File: src/fbci_pkg.sv
// Constants and types shared by the flash command host and its bus cycle engine
package fbci_pkg;
   // Clock and bus cycle timing (50 MHz)
   localparam int CLK_PERIOD_NS = 20;
   localparam int T_SETUP_NS    = 20;
   localparam int T_PULSE_NS    = 140;
   localparam int T_HOLD_NS     = 20;
   localparam int SETUP_RAW     = (T_SETUP_NS + CLK_PERIOD_NS - 1) / CLK_PERIOD_NS;
   localparam int PULSE_RAW     = (T_PULSE_NS + CLK_PERIOD_NS - 1) / CLK_PERIOD_NS;
   localparam int HOLD_RAW      = (T_HOLD_NS + CLK_PERIOD_NS - 1) / CLK_PERIOD_NS;
   localparam int SETUP_CYC     = (SETUP_RAW < 1) ? 1 : SETUP_RAW;
   localparam int PULSE_CYC     = (PULSE_RAW < 1) ? 1 : PULSE_RAW;
   localparam int HOLD_CYC      = (HOLD_RAW < 1) ? 1 : HOLD_RAW;
   // Unlock prefix and command codes
   localparam logic [19:0] UNLOCK_ADDR_1 = 20'h0_5555;
   localparam logic [19:0] UNLOCK_ADDR_2 = 20'h0_2AAA;
   localparam logic [7:0] UNLOCK_DATA_1  = 8'hAA;
   localparam logic [7:0] UNLOCK_DATA_2  = 8'h55;
   localparam logic [7:0] CODE_READ_RESET  = 8'hF0;
   localparam logic [7:0] CODE_ID_READ     = 8'h90;
   localparam logic [7:0] CODE_PROGRAM     = 8'hA0;
   localparam logic [7:0] CODE_ERASE_SETUP = 8'h80;
   localparam logic [7:0] CODE_SUSPEND     = 8'hB0;
   localparam logic [7:0] CODE_RESUME      = 8'hD0;
   localparam logic [7:0] CODE_READ_STATUS = 8'h70;
   localparam logic [7:0] CODE_CLR_STATUS  = 8'h50;
   localparam logic [7:0] CODE_PROT_SETUP  = 8'h60;
   localparam logic [7:0] CODE_SLEEP       = 8'hC0;
   localparam logic [7:0] CODE_ABORT       = 8'hE0;
   localparam logic [7:0] CODE_CHIP_ERASE  = 8'h10;
   localparam logic [7:0] CODE_SECT_ERASE  = 8'h30;
   localparam logic [7:0] CODE_PROTECT     = 8'h20;
   localparam logic [7:0] CODE_UNPROTECT   = 8'h40;
   // Software opcodes
   localparam logic [3:0] OP_ARRAY_READ  = 4'h0;
   localparam logic [3:0] OP_READ_RESET  = 4'h1;
   localparam logic [3:0] OP_ID_READ     = 4'h2;
   localparam logic [3:0] OP_PROGRAM     = 4'h3;
   localparam logic [3:0] OP_CHIP_ERASE  = 4'h4;
   localparam logic [3:0] OP_SECT_ERASE  = 4'h5;
   localparam logic [3:0] OP_SUSPEND     = 4'h6;
   localparam logic [3:0] OP_RESUME      = 4'h7;
   localparam logic [3:0] OP_READ_STATUS = 4'h8;
   localparam logic [3:0] OP_CLR_STATUS  = 4'h9;
   localparam logic [3:0] OP_PROTECT     = 4'hA;
   localparam logic [3:0] OP_UNPROTECT   = 4'hB;
   localparam logic [3:0] OP_VERIFY_PROT = 4'hC;
   localparam logic [3:0] OP_SLEEP       = 4'hD;
   localparam logic [3:0] OP_ABORT       = 4'hE;
   localparam logic [3:0] OP_LAST        = 4'hE;
   // Sequence lengths in bus cycles
   localparam logic [2:0] LEN_SINGLE = 3'h1;
   localparam logic [2:0] LEN_SHORT  = 3'h3;
   localparam logic [2:0] LEN_MID    = 3'h4;
   localparam logic [2:0] LEN_LONG   = 3'h6;
   // Register map and fields
   localparam logic [7:0] REG_CMD    = 8'h00;
   localparam logic [7:0] REG_ADDR   = 8'h04;
   localparam logic [7:0] REG_WDATA  = 8'h08;
   localparam logic [7:0] REG_RDATA  = 8'h0C;
   localparam logic [7:0] REG_CONFIG = 8'h10;
   localparam logic [7:0] REG_STATUS = 8'h14;
   localparam int CFG_BYTE_MODE   = 0;
   localparam int CFG_DEEP_N      = 1;
   localparam int CFG_ID_HV       = 2;
   localparam logic [2:0] CFG_RESET = 3'h2;
   localparam int STS_DONE    = 2;
   localparam int STS_REFUSED = 3;
   typedef struct packed {
      logic        rd;
      logic [19:0] addr;
      logic        lane;
      logic [15:0] data;
   } fbci_step_t;
endpackage
File: src/fbci_bus_cycle.sv
// One asynchronous flash bus cycle: setup, strobe pulse, hold
`timescale 1ns/1ns
module fbci_bus_cycle
   import fbci_pkg::*;
#(
   parameter int SETUP_N = SETUP_CYC,
   parameter int PULSE_N = PULSE_CYC,
   parameter int HOLD_N  = HOLD_CYC
) (
   input  wire logic        clk,
   input  wire logic        rst,
   input  wire logic        start,
   input  wire fbci_step_t  step,
   input  wire logic        byte_mode,
   input  wire logic [14:0] dq_i,
   input  wire logic        lane_i,
   output logic [19:0]      flash_addr,
   output logic [14:0]      dq_o,
   output logic [14:0]      dq_oe,
   output logic             lane_o,
   output logic             lane_oe,
   output logic             ce_n,
   output logic             oe_n,
   output logic             we_n,
   output logic             done,
   output logic [15:0]      rdata
);
   typedef enum logic [1:0] {PH_IDLE, PH_SETUP, PH_PULSE, PH_HOLD} fbci_phase_t;
   fbci_phase_t ph_r;
   logic [7:0]  cnt_r;
   logic        rd_r;
   logic [14:0] dq_s1_r, dq_s2_r;
   logic        lane_s1_r, lane_s2_r;
   logic [7:0]  we_low_r;

   // Pin inputs pass two flops; the strobe must outlast access time plus this lag
   always_ff @(posedge clk) begin
      dq_s1_r   <= dq_i;
      dq_s2_r   <= dq_s1_r;
      lane_s1_r <= lane_i;
      lane_s2_r <= lane_s1_r;
   end

   // Phase sequencing; strobes are registered so the pins never glitch
   always_ff @(posedge clk) begin
      done <= 1'b0;
      if (rst) begin
         ph_r <= PH_IDLE;
         cnt_r <= '0;
         rd_r <= 1'b1;
         ce_n <= 1'b1;
         oe_n <= 1'b1;
         we_n <= 1'b1;
         flash_addr <= '0;
         dq_o <= '0;
         dq_oe <= '0;
         lane_o <= 1'b0;
         lane_oe <= 1'b0;
         rdata <= '0;
      end else begin
         unique case (ph_r)
            PH_IDLE: if (start) begin
               ph_r <= PH_SETUP;
               cnt_r <= 8'(SETUP_N - 1);
               rd_r <= step.rd;
               ce_n <= 1'b0;
               flash_addr <= step.addr;
               dq_o <= step.data[14:0];
               // Byte mode: pin 15 is the lane address, upper lane floats
               lane_o <= byte_mode ? step.lane : step.data[15];
               lane_oe <= byte_mode | ~step.rd;
               dq_oe <= step.rd ? 15'h0000 : (byte_mode ? 15'h00FF : 15'h7FFF);
            end
            PH_SETUP: if (cnt_r == 8'h00) begin
               ph_r <= PH_PULSE;
               cnt_r <= 8'(PULSE_N - 1);
               we_n <= rd_r;
               oe_n <= ~rd_r;
            end else begin
               cnt_r <= cnt_r - 8'h01;
            end
            PH_PULSE: if (cnt_r == 8'h00) begin
               ph_r <= PH_HOLD;
               cnt_r <= 8'(HOLD_N - 1);
               we_n <= 1'b1;
               oe_n <= 1'b1;
               if (rd_r) begin
                  rdata <= byte_mode ? {8'h00, dq_s2_r[7:0]} : {lane_s2_r, dq_s2_r};
               end
            end else begin
               cnt_r <= cnt_r - 8'h01;
            end
            PH_HOLD: if (cnt_r == 8'h00) begin
               ph_r <= PH_IDLE;
               ce_n <= 1'b1;
               dq_oe <= '0;
               lane_oe <= 1'b0;
               done <= 1'b1;
            end else begin
               cnt_r <= cnt_r - 8'h01;
            end
         endcase
      end
   end

   // Helper: length of the write strobe
   always_ff @(posedge clk) begin
      if (rst || we_n) we_low_r <= '0;
      else we_low_r <= we_low_r + 8'h01;
   end

   a_write_strobe_ok: assert property (@(posedge clk) disable iff (rst) !we_n |-> !ce_n && oe_n)
      else $error("write strobe without select or with output enable");
   a_write_pulse_len: assert property (@(posedge clk) disable iff (rst)
      $rose(we_n) |-> we_low_r == 8'(PULSE_N))
      else $error("write strobe length wrong");
   a_write_data_on: assert property (@(posedge clk) disable iff (rst) !we_n |-> dq_oe[0] && lane_oe)
      else $error("write strobe without data driven");
   // While the flash drives the bus the host must let go, except the lane address in byte mode
   a_read_bus_free: assert property (@(posedge clk) disable iff (rst)
      !oe_n |-> dq_oe == '0 && lane_oe == byte_mode)
      else $error("host drives data while flash outputs");
endmodule

File: src/fbci_host.sv
// Host controller that issues unlock command sequences to a parallel NOR flash
//
// What this block does
// - Every sequence except array read opens with AA to 5555 then 55 to 2AAA.
// - Third write to 5555 carries the command code for the operation.
// - Erase adds AA/55 unlock, then 10 to 5555 or 30 to sector.
// - Sleep and abort are three-cycle sequences with C0 or E0.
// - Host writes with selects low, output enable high, write strobe pulsed.
`timescale 1ns/1ns
module fbci_host
   import fbci_pkg::*;
#(
   parameter int SETUP_N = SETUP_CYC,
   parameter int PULSE_N = PULSE_CYC,
   parameter int HOLD_N  = HOLD_CYC
) (
   input  wire logic        clk,
   input  wire logic        rst,
   input  wire logic [7:0]  reg_addr,
   input  wire logic [31:0] reg_wdata,
   input  wire logic        reg_wr,
   input  wire logic        reg_rd,
   output logic [31:0]      reg_rdata,
   output logic [19:0]      flash_addr,
   input  wire logic [14:0] flash_dq_i,
   output logic [14:0]      flash_dq_o,
   output logic [14:0]      flash_dq_oe,
   input  wire logic        byte_lane_select_i,
   output logic             byte_lane_select_o,
   output logic             byte_lane_select_oe,
   output logic             chip_select_first_n,
   output logic             chip_select_second_n,
   output logic             flash_oe_n,
   output logic             flash_we_n,
   output logic             flash_word_mode,
   output logic             deep_sleep_n,
   output logic             id_high_voltage,
   input  wire logic        ready_busy_in
);
   typedef enum logic [1:0] {ST_IDLE, ST_ISSUE, ST_WAIT} fbci_state_t;
   fbci_state_t state_r;
   logic [3:0]  op_r;
   logic [2:0]  idx_r;
   logic [20:0] addr_r;
   logic [15:0] wdata_r;
   logic [15:0] rdata_r;
   logic [2:0]  cfg_r;
   logic        done_r, refused_r;
   logic        rb_s1_r, rb_s2_r;
   logic        start, cyc_done, ce_n, cmd_wr, cmd_ok;
   logic [15:0] cyc_rdata;
   logic [19:0] tgt;
   logic        tgt_lane;
   fbci_step_t  step;

   // Bus cycles per sequence
   function automatic logic [2:0] seq_len(input logic [3:0] op);
      unique case (op)
         OP_ARRAY_READ: return LEN_SINGLE;
         OP_SUSPEND, OP_RESUME, OP_CLR_STATUS, OP_SLEEP, OP_ABORT: return LEN_SHORT;
         OP_CHIP_ERASE, OP_SECT_ERASE, OP_PROTECT, OP_UNPROTECT: return LEN_LONG;
         default: return LEN_MID;
      endcase
   endfunction

   // Command code of the third write
   function automatic logic [7:0] third_code(input logic [3:0] op);
      unique case (op)
         OP_READ_RESET: return CODE_READ_RESET;
         OP_ID_READ, OP_VERIFY_PROT: return CODE_ID_READ;
         OP_PROGRAM: return CODE_PROGRAM;
         OP_CHIP_ERASE, OP_SECT_ERASE: return CODE_ERASE_SETUP;
         OP_SUSPEND: return CODE_SUSPEND;
         OP_RESUME: return CODE_RESUME;
         OP_READ_STATUS: return CODE_READ_STATUS;
         OP_CLR_STATUS: return CODE_CLR_STATUS;
         OP_PROTECT, OP_UNPROTECT: return CODE_PROT_SETUP;
         OP_SLEEP: return CODE_SLEEP;
         default: return CODE_ABORT;
      endcase
   endfunction

   // Command code of the sixth write
   function automatic logic [7:0] sixth_code(input logic [3:0] op);
      unique case (op)
         OP_CHIP_ERASE: return CODE_CHIP_ERASE;
         OP_SECT_ERASE: return CODE_SECT_ERASE;
         OP_PROTECT: return CODE_PROTECT;
         default: return CODE_UNPROTECT;
      endcase
   endfunction

   // Address and data of bus cycle idx of a sequence
   function automatic fbci_step_t seq_step(input logic [3:0] op, input logic [2:0] idx, input logic [19:0] ta,
                                           input logic tl, input logic [15:0] wd);
      fbci_step_t s;
      // Command cycles drive zero on the upper data byte, and on address bits 15 to 19 except the sector-addressed sixth write
      s.rd = 1'b0;
      s.addr = UNLOCK_ADDR_1;
      s.lane = 1'b0;
      s.data = 16'(UNLOCK_DATA_1);
      if (op == OP_ARRAY_READ) begin
         s.rd = 1'b1;
         s.addr = ta;
         s.lane = tl;
      end else begin
         unique case (idx)
            3'h1: begin
               s.addr = UNLOCK_ADDR_2;
               s.data = 16'(UNLOCK_DATA_2);
            end
            3'h2: s.data = 16'(third_code(op));
            3'h3: if (seq_len(op) != LEN_LONG) begin
               // Fourth cycle: program data, or a read of array, codes or status
               s.rd = (op != OP_PROGRAM);
               s.addr = ta;
               s.lane = tl;
               s.data = wd;
            end
            3'h4: begin
               s.addr = UNLOCK_ADDR_2;
               s.data = 16'(UNLOCK_DATA_2);
            end
            3'h5: begin
               s.addr = (op == OP_CHIP_ERASE) ? UNLOCK_ADDR_1 : ta;
               s.data = 16'(sixth_code(op));
            end
            default: s.addr = UNLOCK_ADDR_1;
         endcase
      end
      return s;
   endfunction

   // Target address: in byte mode bit 0 of the address register is the lane
   assign tgt      = cfg_r[CFG_BYTE_MODE] ? addr_r[20:1] : addr_r[19:0];
   assign tgt_lane = cfg_r[CFG_BYTE_MODE] & addr_r[0];
   assign step     = seq_step(op_r, idx_r, tgt, tgt_lane, wdata_r);
   assign start    = (state_r == ST_ISSUE);
   assign cmd_wr   = reg_wr && (reg_addr == REG_CMD);
   // No command while the flash sleeps, while busy or with an unknown opcode
   assign cmd_ok   = (state_r == ST_IDLE) && cfg_r[CFG_DEEP_N] && (reg_wdata[3:0] <= OP_LAST);

   fbci_bus_cycle #(
      .SETUP_N (SETUP_N),
      .PULSE_N (PULSE_N),
      .HOLD_N  (HOLD_N)
   ) u_cycle (
      .clk        (clk),
      .rst        (rst),
      .start      (start),
      .step       (step),
      .byte_mode  (cfg_r[CFG_BYTE_MODE]),
      .dq_i       (flash_dq_i),
      .lane_i     (byte_lane_select_i),
      .flash_addr (flash_addr),
      .dq_o       (flash_dq_o),
      .dq_oe      (flash_dq_oe),
      .lane_o     (byte_lane_select_o),
      .lane_oe    (byte_lane_select_oe),
      .ce_n       (ce_n),
      .oe_n       (flash_oe_n),
      .we_n       (flash_we_n),
      .done       (cyc_done),
      .rdata      (cyc_rdata)
   );

   // Both selects move together so the device sees one select edge
   assign chip_select_first_n  = ce_n;
   assign chip_select_second_n = ce_n;
   assign flash_word_mode      = ~cfg_r[CFG_BYTE_MODE];
   assign deep_sleep_n         = cfg_r[CFG_DEEP_N];
   assign id_high_voltage      = cfg_r[CFG_ID_HV];

   // Ready/busy comes from an open-drain pin: two flops first
   always_ff @(posedge clk) begin
      rb_s1_r <= ready_busy_in;
      rb_s2_r <= rb_s1_r;
   end

   // Sequencer: one bus cycle after another until the sequence is complete
   always_ff @(posedge clk) begin
      if (rst) begin
         state_r <= ST_IDLE;
         op_r <= OP_ARRAY_READ;
         idx_r <= '0;
      end else begin
         unique case (state_r)
            ST_IDLE: if (cmd_wr && cmd_ok) begin
               op_r <= reg_wdata[3:0];
               idx_r <= '0;
               state_r <= ST_ISSUE;
            end
            ST_ISSUE: state_r <= ST_WAIT;
            ST_WAIT: if (cyc_done) begin
               // Never cut short: a partial sequence would leave the device mid-unlock
               if (idx_r == seq_len(op_r) - 3'h1) begin
                  state_r <= ST_IDLE;
               end else begin
                  idx_r <= idx_r + 3'h1;
                  state_r <= ST_ISSUE;
               end
            end
            default: state_r <= ST_IDLE;
         endcase
      end
   end

   // Software registers; a hardware set beats a clear in the same cycle
   always_ff @(posedge clk) begin
      if (rst) begin
         addr_r <= '0;
         wdata_r <= '0;
         cfg_r <= CFG_RESET;
         done_r <= 1'b0;
         refused_r <= 1'b0;
         rdata_r <= '0;
      end else begin
         if (reg_wr && reg_addr == REG_ADDR) addr_r <= reg_wdata[20:0];
         if (reg_wr && reg_addr == REG_WDATA) wdata_r <= reg_wdata[15:0];
         if (reg_wr && reg_addr == REG_CONFIG) cfg_r <= reg_wdata[2:0];
         if (cyc_done && step.rd) rdata_r <= cyc_rdata;
         if (state_r == ST_WAIT && cyc_done && idx_r == seq_len(op_r) - 3'h1) done_r <= 1'b1;
         else if (reg_wr && reg_addr == REG_STATUS && reg_wdata[STS_DONE]) done_r <= 1'b0;
         if (cmd_wr && !cmd_ok) refused_r <= 1'b1;
         else if (reg_wr && reg_addr == REG_STATUS && reg_wdata[STS_REFUSED]) refused_r <= 1'b0;
      end
   end

   // Read data stand in the cycle after the strobe; unmapped offsets read zero
   always_ff @(posedge clk) begin
      if (rst) begin
         reg_rdata <= '0;
      end else if (reg_rd) begin
         unique case (reg_addr)
            REG_CMD: reg_rdata <= 32'(op_r);
            REG_ADDR: reg_rdata <= 32'(addr_r);
            REG_WDATA: reg_rdata <= 32'(wdata_r);
            REG_RDATA: reg_rdata <= 32'(rdata_r);
            REG_CONFIG: reg_rdata <= 32'(cfg_r);
            REG_STATUS: reg_rdata <= 32'({refused_r, done_r, rb_s2_r, state_r != ST_IDLE});
            default: reg_rdata <= '0;
         endcase
      end else begin
         reg_rdata <= '0;
      end
   end

   // Helper: bus cycles started in the current sequence
   logic [2:0] starts_r;
   always_ff @(posedge clk) begin
      if (rst || (state_r == ST_IDLE)) starts_r <= '0;
      else if (start) starts_r <= starts_r + 3'h1;
   end

   a_unlock_first: assert property (@(posedge clk) disable iff (rst)
      start && idx_r == 3'h0 && op_r != OP_ARRAY_READ |-> step.addr == UNLOCK_ADDR_1 && step.data == 16'(UNLOCK_DATA_1))
      else $error("first unlock write wrong");
   a_unlock_second: assert property (@(posedge clk) disable iff (rst)
      start && idx_r == 3'h1 |-> !step.rd && step.addr == UNLOCK_ADDR_2 && step.data == 16'(UNLOCK_DATA_2))
      else $error("second unlock write wrong");
   a_program_code: assert property (@(posedge clk) disable iff (rst)
      start && idx_r == 3'h2 && op_r == OP_PROGRAM |-> step.addr == UNLOCK_ADDR_1 && step.data == 16'(CODE_PROGRAM))
      else $error("program code wrong");
   a_seq_count: assert property (@(posedge clk) disable iff (rst)
      state_r == ST_WAIT ##1 state_r == ST_IDLE |-> $past(starts_r) == seq_len(op_r))
      else $error("sequence length wrong");
   a_erase_last: assert property (@(posedge clk) disable iff (rst)
      start && idx_r == 3'h5 && op_r == OP_CHIP_ERASE |-> step.addr == UNLOCK_ADDR_1 && step.data == 16'(CODE_CHIP_ERASE))
      else $error("chip erase write wrong");
   a_protect_last: assert property (@(posedge clk) disable iff (rst)
      start && idx_r == 3'h5 && op_r == OP_PROTECT |-> step.addr == tgt && step.data == 16'(CODE_PROTECT))
      else $error("sector protect write wrong");
   a_sleep_short: assert property (@(posedge clk) disable iff (rst)
      start && idx_r == 3'h2 && op_r == OP_SLEEP |-> step.data == 16'(CODE_SLEEP) ##[1:300] state_r == ST_IDLE)
      else $error("sleep sequence wrong");
   a_sleep_refuse: assert property (@(posedge clk) disable iff (rst)
      cmd_wr && !cfg_r[CFG_DEEP_N] |=> state_r == ST_IDLE && refused_r)
      else $error("command issued during deep power-down");
   a_select_pair: assert property (@(posedge clk) disable iff (rst)
      $fell(flash_we_n) |-> !chip_select_first_n && !chip_select_second_n)
      else $error("write without both selects");

   c_program_done: cover property (@(posedge clk) disable iff (rst) op_r == OP_PROGRAM && $rose(done_r));
   c_chip_erase: cover property (@(posedge clk) disable iff (rst) op_r == OP_CHIP_ERASE && $rose(done_r));
   c_id_read: cover property (@(posedge clk) disable iff (rst) op_r == OP_ID_READ && cyc_done && step.rd);
   c_refused: cover property (@(posedge clk) disable iff (rst) $rose(refused_r));
endmodule

File: config.mk
export PLATFORM = sky130hd
export DESIGN_NAME = fbci_host
export DESIGN_NICKNAME = d
export VERILOG_FILES = /design/src/fbci_pkg.sv /design/src/fbci_bus_cycle.sv /design/src/fbci_host.sv
export SDC_FILE = /design/constraint.sdc
export NUM_CORES = 1
export LEC_CHECK = 0
export BUFFER_PORTS_ARGS = -buffer_cell sky130_fd_sc_hd__buf_2
export CAP_MARGIN = 20
export CELL_PAD_IN_SITES_DETAIL_PLACEMENT = 1
export CELL_PAD_IN_SITES_GLOBAL_PLACEMENT = 2
export CORE_MARGIN = 3
export CORE_UTILIZATION = 25
export DETAILED_ROUTE_END_ITERATION = 8
export GPL_TIMING_DRIVEN = 0
export PLACE_DENSITY = 0.64
export SETUP_SLACK_MARGIN = 0.1
export SLEW_MARGIN = 40
export SYNTH_ARGS = -nofsm -noshare
export SYNTH_HDL_FRONTEND = slang
export SYNTH_SLANG_ARGS = --single-unit
File: constraint.sdc
create_clock -name clk -period 4.44 [get_ports clk]
set_input_delay 0.888 -clock clk [delete_from_list [all_inputs] [get_ports clk]]
set_output_delay 0.888 -clock clk [all_outputs]
set_load 0.02 [all_outputs]
==> impl_metrics.env, run 1 <==
export IMPL_min_period_over_period_pct=87.2
export IMPL_postCtsHoldBufs=0
export IMPL_maxClockFrequency_mhz=258
export IMPL_n_antenna_cell=0
export IMPL_pwr_density_cell_mw_per_mm2=378
export IMPL_grt_overflow=0
export IMPL_synth_area_sq_mm=0.00837
export IMPL_numCtsBuffers=17
export IMPL_async_reset_ff_share_pct=0
export IMPL_finalMaxSlewViolations=0
export IMPL_num_vias=7223
export IMPL_arrival_ns=4.20
export IMPL_clock_skew_ns=0.0134
export IMPL_regToRegSetupSlack_ns=0.99
export IMPL_post_route_util_pct=31.1
export IMPL_die_h_um=189
export IMPL_cts_buffer_depth=2
export IMPL_via_per_inst=4.61
export IMPL_rsz0062_at_grt="false"
export IMPL_holdCritStartpoint="u_cycle.dq_s1_r[1]"
export IMPL_area_growth_pct=21.9
export IMPL_r2r_cells=10
export IMPL_fin_setup_tns_ns=0
export IMPL_multi_input_area_sq_mm=0.00394
export IMPL_coreArea_sq_mm=0.0328
export IMPL_vdd_drop_max_uv=278
export IMPL_routed_wl_mm=29.4
export IMPL_cts_tree="done"
export IMPL_numClockSinks=199
export IMPL_min_period_ns=3.87
export IMPL_outcome="finished clean"
export IMPL_regArea_sq_mm=0.00398
export IMPL_antenna_found_initial=1
export IMPL_whs_endpoint="u_cycle.dq_s2_r[1]"
export IMPL_ys_seq_elements=199
export IMPL_grt_pass1_vias=7441
export IMPL_yosysWarnings=0
export IMPL_drv_cap=0
export IMPL_final_nets=1195
export IMPL_grt_first_pass_wirelength_mm=45.0
export IMPL_clock_latency_ns=0.45
export IMPL_ys_flop_type="dfxtp_1"
export IMPL_met1_length_mm=14.6
export IMPL_ctsRootBufferMaster="clkbuf_16"
export IMPL_min_path_cells=0
export IMPL_wl_met3_mm=1.11
export IMPL_port_buffers=125
export IMPL_cp_required_ns=4.77
export IMPL_ant_nets=0
export IMPL_dr_pass1_iters=5
export IMPL_reg2reg_from="idx_r[2]"
export IMPL_synth_avg_cell_area_sq_um=8.73
export IMPL_postSynthCellCount=959
export IMPL_post_dp_hpwl_mm=22.1
export IMPL_gp_congestion=0.799
export IMPL_clkTransAtPathRegs_ns=0.08
export IMPL_drcViolationCount=0
export IMPL_final_cell_mix="dfxtp_1 (199), buf_2 (128), nor2_1 (115)"
export IMPL_p_leak_nw=4.13
export IMPL_htreeDepth=4
export IMPL_drtIter0Drc=354
export IMPL_start_util_pct=25.5
export IMPL_io_pins=152
export IMPL_num_rows=66
export IMPL_hp_class="flop to flop"
export IMPL_wire_per_inst_um=18.7
export IMPL_crit_path_start_kind="input pin"
export IMPL_dp_cells=1536
export IMPL_reg2reg_to="rdata_r[10]"
export IMPL_worst_slew_pin_slew_ns=0.851
export IMPL_cp_end_kind="flop"
export IMPL_n_fill_cell=3922
export IMPL_finalNonFillerCells=1568
export IMPL_grt_start_max_net_pins=19
export IMPL_crit_type="input pin to flop"
export IMPL_path_max_fanout=10
export IMPL_final_hold_viol_count=0
export IMPL_synthDistinctLibCells=58
export IMPL_cp_startpoint="reg_addr[4]"
export IMPL_die_area_sq_mm=0.0357
export IMPL_setup_viol=0
export IMPL_dr_max_layer_used="met5"
export IMPL_grt_use_total_pct=16.4
export IMPL_slew_headroom_pct=41.8
export IMPL_wl_met2_mm=13.4
export IMPL_die_width_um=189
export IMPL_final_common_cell="dfxtp_1"
export IMPL_synth_seq_area_share_pct=47.6
export IMPL_synth_edff_count=0
export IMPL_power_mw=3.86
export IMPL_final_layout_size_suffix_gt1_share_pct=18.7
power breakdown:
| group | switching [mW] | total [mW] | internal [mW] |
|---|---|---|---|
| registers | 0.0267 | 1.85 | 1.82 |
| logic | 0.243 | 0.394 | 0.152 |
| clock network | 0.781 | 1.61 | 0.830 |
routing by layer:
layer	vias up	track usage (%)
li1	3598	-
met5	-	0
met4	2	3.44
met3	20	3.04
met2	151	26.5
met1	3452	22.8
final cells by class:
class	instances	area share, %
sequential	199	39.0
multi-input combinational	662	38.5
timing repair buffer	125	6.13
tap	442	5.42
clock buffer	21	4.51
buffer	88	4.39
clock inverter	11	1.26
inverter	20	0.735
worst max-delay path by stage:
stage	slack, ns	cells after the start	end
floorplan	0.81	11	flop
global placement	-0.46	12	flop
detailed placement	-0.19	12	flop
CTS	0.28	12	flop
global route	0.20	12	flop
finish	0.57	12	flop
metrics by stage:
stage | instance area [sq um] | worst slack [ns] | hold WS (ns)
finish | 10200 | 0.568 | 0.331
floorplan | 8410 | 0.809 | 0.310
CTS | 10200 | 0.285 | 0.332
global placement | 9590 | -0.460 | 0.313
global route | 10200 | 0.197 | 0.333
detailed placement | 9610 | -0.194 | 0.313
synth_stat cells (5+ instances only):
library cell	count	area share, %
dfxtp_1	199	48
nor2_1	116	5.2
nand2_1	104	4.7
a21oi_1	87	5.2
clkbuf_1	55	2.5
mux2i_1	44	5.3
o21ai_0	43	2.6
nand3_1	38	2.3
a22oi_1	28	2.5
buf_4	25	2.2
ha_1	21	3.1
inv_1	20	0.90
a211oi_1	13	1.2
a22o_1	13	1.4
and3_1	12	0.90
mux2_2	11	1.5
nand2b_1	11	0.82
nor2b_1	10	0.75
a21o_1	9	0.81
a31oi_1	9	0.67
nor3_1	9	0.54
and2_1	8	0.60
xnor2_1	5	0.52
flip-flops by register name (all words and copies together) (netlist names), 2 cells and up, named ones only:
register / count
state_r: 2
u_cycle.dq_s2_r: 15
u_cycle.dq_o: 15
u_cycle.dq_s1_r: 15
u_cycle.ph_r: 2
u_cycle.dq_oe: 2
u_cycle.flash_addr: 20
op_r: 4
cfg_r: 3
idx_r: 3
u_cycle.rdata: 16
reg_rdata: 21
wdata_r: 16
rdata_r: 16
u_cycle.cnt_r: 8
addr_r: 21
critical path, stage by stage:
cell and delay (ns):
buf_2 0.13, nor4_2 0.54, nand3_1 0.32, nor2_2 0.34
clkbuf_2 0.32, nand2_1 0.11, a21oi_1 0.33, inv_1 0.16
ha_1 0.33, or2_2 0.30, o32ai_1 0.35, a21oi_1 0.08
cell families after synthesis:
kind of cell               Yosys count  synth area share, %
AOI/OAI and AO/OA                  231                 17.1
muxes                               55                 6.74
and+or+nand+nor                    335                 18.3
other                                1               0.0448
buffers and inverters              108                 6.20
DFF                                199                 47.6
xor gates and xnor gates             9                0.941
adders and majority gates           21                 3.14
timing repair:
action,4_1_cts,5_1_grt
setup endpoints to repair,0,3
gates resized for setup,0,3
setup buffers,0,0
(Power assumes the default switching activity.)
==> run 2: changes to the inputs <==
==> constraint.sdc (replaced) <==
create_clock -name clk -period 3.7 [get_ports clk]
set_input_delay 0.74 -clock clk [delete_from_list [all_inputs] [get_ports clk]]
set_output_delay 0.74 -clock clk [all_outputs]
set_load 0.02 [all_outputs]
==> impl_metrics.env, run 2 (same netlist as run 1, synthesis figures left out) <==
export IMPL_start_util_pct=25.5
export IMPL_grt_pass1_vias=7442
export IMPL_cts_buffer_depth=2
export IMPL_cp_end_kind="flop"
export IMPL_grt_first_pass_wirelength_mm=45.1
export IMPL_p_int_mw=3.37
export IMPL_power_share_sequential_pct=48.0
export IMPL_post_dp_hpwl_mm=22.1
export IMPL_num_vias=7219
export IMPL_min_period_ns=3.36
export IMPL_grt_start_max_net_pins=19
export IMPL_worst_slew_pin_slew_ns=0.851
export IMPL_num_rows=66
export IMPL_min_period_over_period_pct=90.9
export IMPL_drv_cap=0
export IMPL_pwr_density_cell_mw_per_mm2=452
export IMPL_crit_path_start_kind="input pin"
export IMPL_numCtsBuffers=17
export IMPL_post_route_util_pct=31.2
export IMPL_ctsRootBufferMaster="clkbuf_16"
export IMPL_rsz0062_at_grt="false"
export IMPL_grt_overflow=0
export IMPL_setup_viol=0
export IMPL_path_max_fanout=10
export IMPL_p_sw_mw=1.26
export IMPL_power_mw=4.63
export IMPL_outcome="finished clean"
export IMPL_numClockSinks=199
export IMPL_die_h_um=189
export IMPL_n_antenna_cell=0
export IMPL_drtIter0Drc=378
export IMPL_ant_nets=0
export IMPL_clock_skew_ns=0.0128
export IMPL_swShare_pct=27.3
export IMPL_p_comb_share_pct=10.3
export IMPL_finalMaxSlewViolations=0
export IMPL_wire_per_inst_um=18.7
export IMPL_hold_ws_ns=0.331
export IMPL_antenna_found_initial=1
export IMPL_grt_use_total_pct=16.4
export IMPL_cp_required_ns=4.03
export IMPL_crit_type="input pin to flop"
export IMPL_die_width_um=189
export IMPL_hp_class="flop to flop"
export IMPL_clock_power_share_pct=41.8
export IMPL_final_common_cell="dfxtp_1"
export IMPL_port_buffers=125
export IMPL_maxClockFrequency_mhz=297
export IMPL_vdd_drop_max_uv=335
export IMPL_die_area_sq_mm=0.0357
export IMPL_final_layout_size_suffix_gt1_share_pct=19.2
export IMPL_gp_congestion=0.799
export IMPL_routed_wl_mm=29.4
export IMPL_via_per_inst=4.60
export IMPL_regToRegSetupSlack_ns=0.42
export IMPL_final_hold_viol_count=0
export IMPL_coreArea_sq_mm=0.0328
export IMPL_cts_tree="done"
export IMPL_htreeDepth=4
export IMPL_drcViolationCount=0
export IMPL_p_leak_nw=4.13
export IMPL_clock_latency_ns=0.45
export IMPL_final_cell_mix="dfxtp_1 (199), buf_2 (128), nor2_1 (115)"
export IMPL_final_nets=1195
export IMPL_reg_largest_list="addr_r: 21 flops, reg_rdata: 21 flops, u_cycle.flash_addr: 20 flops"
export IMPL_slew_headroom_pct=41.8
export IMPL_dr_pass1_iters=5
export IMPL_area_growth_pct=22.3
export IMPL_io_pins=152
export IMPL_arrival_ns=3.70
export IMPL_clkTransAtPathRegs_ns=0.08
## run 2: path summary, 6_finish.rpt
kind / startpoint / end / cells after the start
worst max-delay path: rst / flop / 9
worst min-delay path: u_cycle.dq_s1_r[1] / u_cycle.dq_s2_r[1] / 0
worst max register to register: idx_r[2] / rdata_r[12] / 10
worst min register to register: u_cycle.dq_s1_r[1] / u_cycle.dq_s2_r[1] / 0
## run 2: area by class of cell
class	instances	area [sq um]
Buffer	88	449
Clock buffer	21	460
Clock inverter	11	129
Fill cell	3915	22500
Inverter	20	75.1
Multi-Input combinational cell	662	3970
Sequential cell	199	3980
Tap cell	442	553
Timing Repair Buffer	125	626
## run 2: metrics by stage
stage	TNS, ns	instances	instance area, sq um	setup slack (ns)
finish	0	1568	10200	0.336
global route	0	1568	10200	0.137
CTS	0	1568	10200	0.161
detailed placement	-3.32	1536	9610	-0.786
global placement	-5.03	1536	9590	-1.05
floorplan	0	969	8410	0.217
## run 2: power groups by stage
stage,combinational [mW],sequential (mW),clock (mW)
5_1_grt,0.531,2.23,2.07
2_1_floorplan,0.332,2.27,0
3_5_place_dp,0.474,2.27,0
4_1_cts,0.482,2.22,1.98
6_report,0.475,2.22,1.93
3_3_place_gp,0.472,2.27,0
## run 2: layer usage
metal	wire, um	up-vias	global-route usage, %
li1	-	3600	-
met1	14600	3457	22.8
met2	13400	139	26.5
met3	1040	21	3.02
met4	290	2	3.44
met5	7	-	0
## run 2: timing repair
item / CTS / global route
gates resized for setup: 5 / 5
hold buffers: 0 / 0
setup buffers: 0 / 0
cloned: 0 / 0
setup endpoints to repair: 4 / 14
## run 2: worst max-delay path, cell delays in order
cell      delay (ns)
clkbuf_1        0.48
clkbuf_1        0.62
clkbuf_1        0.55
a21oi_2         0.13
inv_1           0.16
ha_1            0.26
or2_2           0.30
o32ai_1         0.35
a21oi_1         0.08
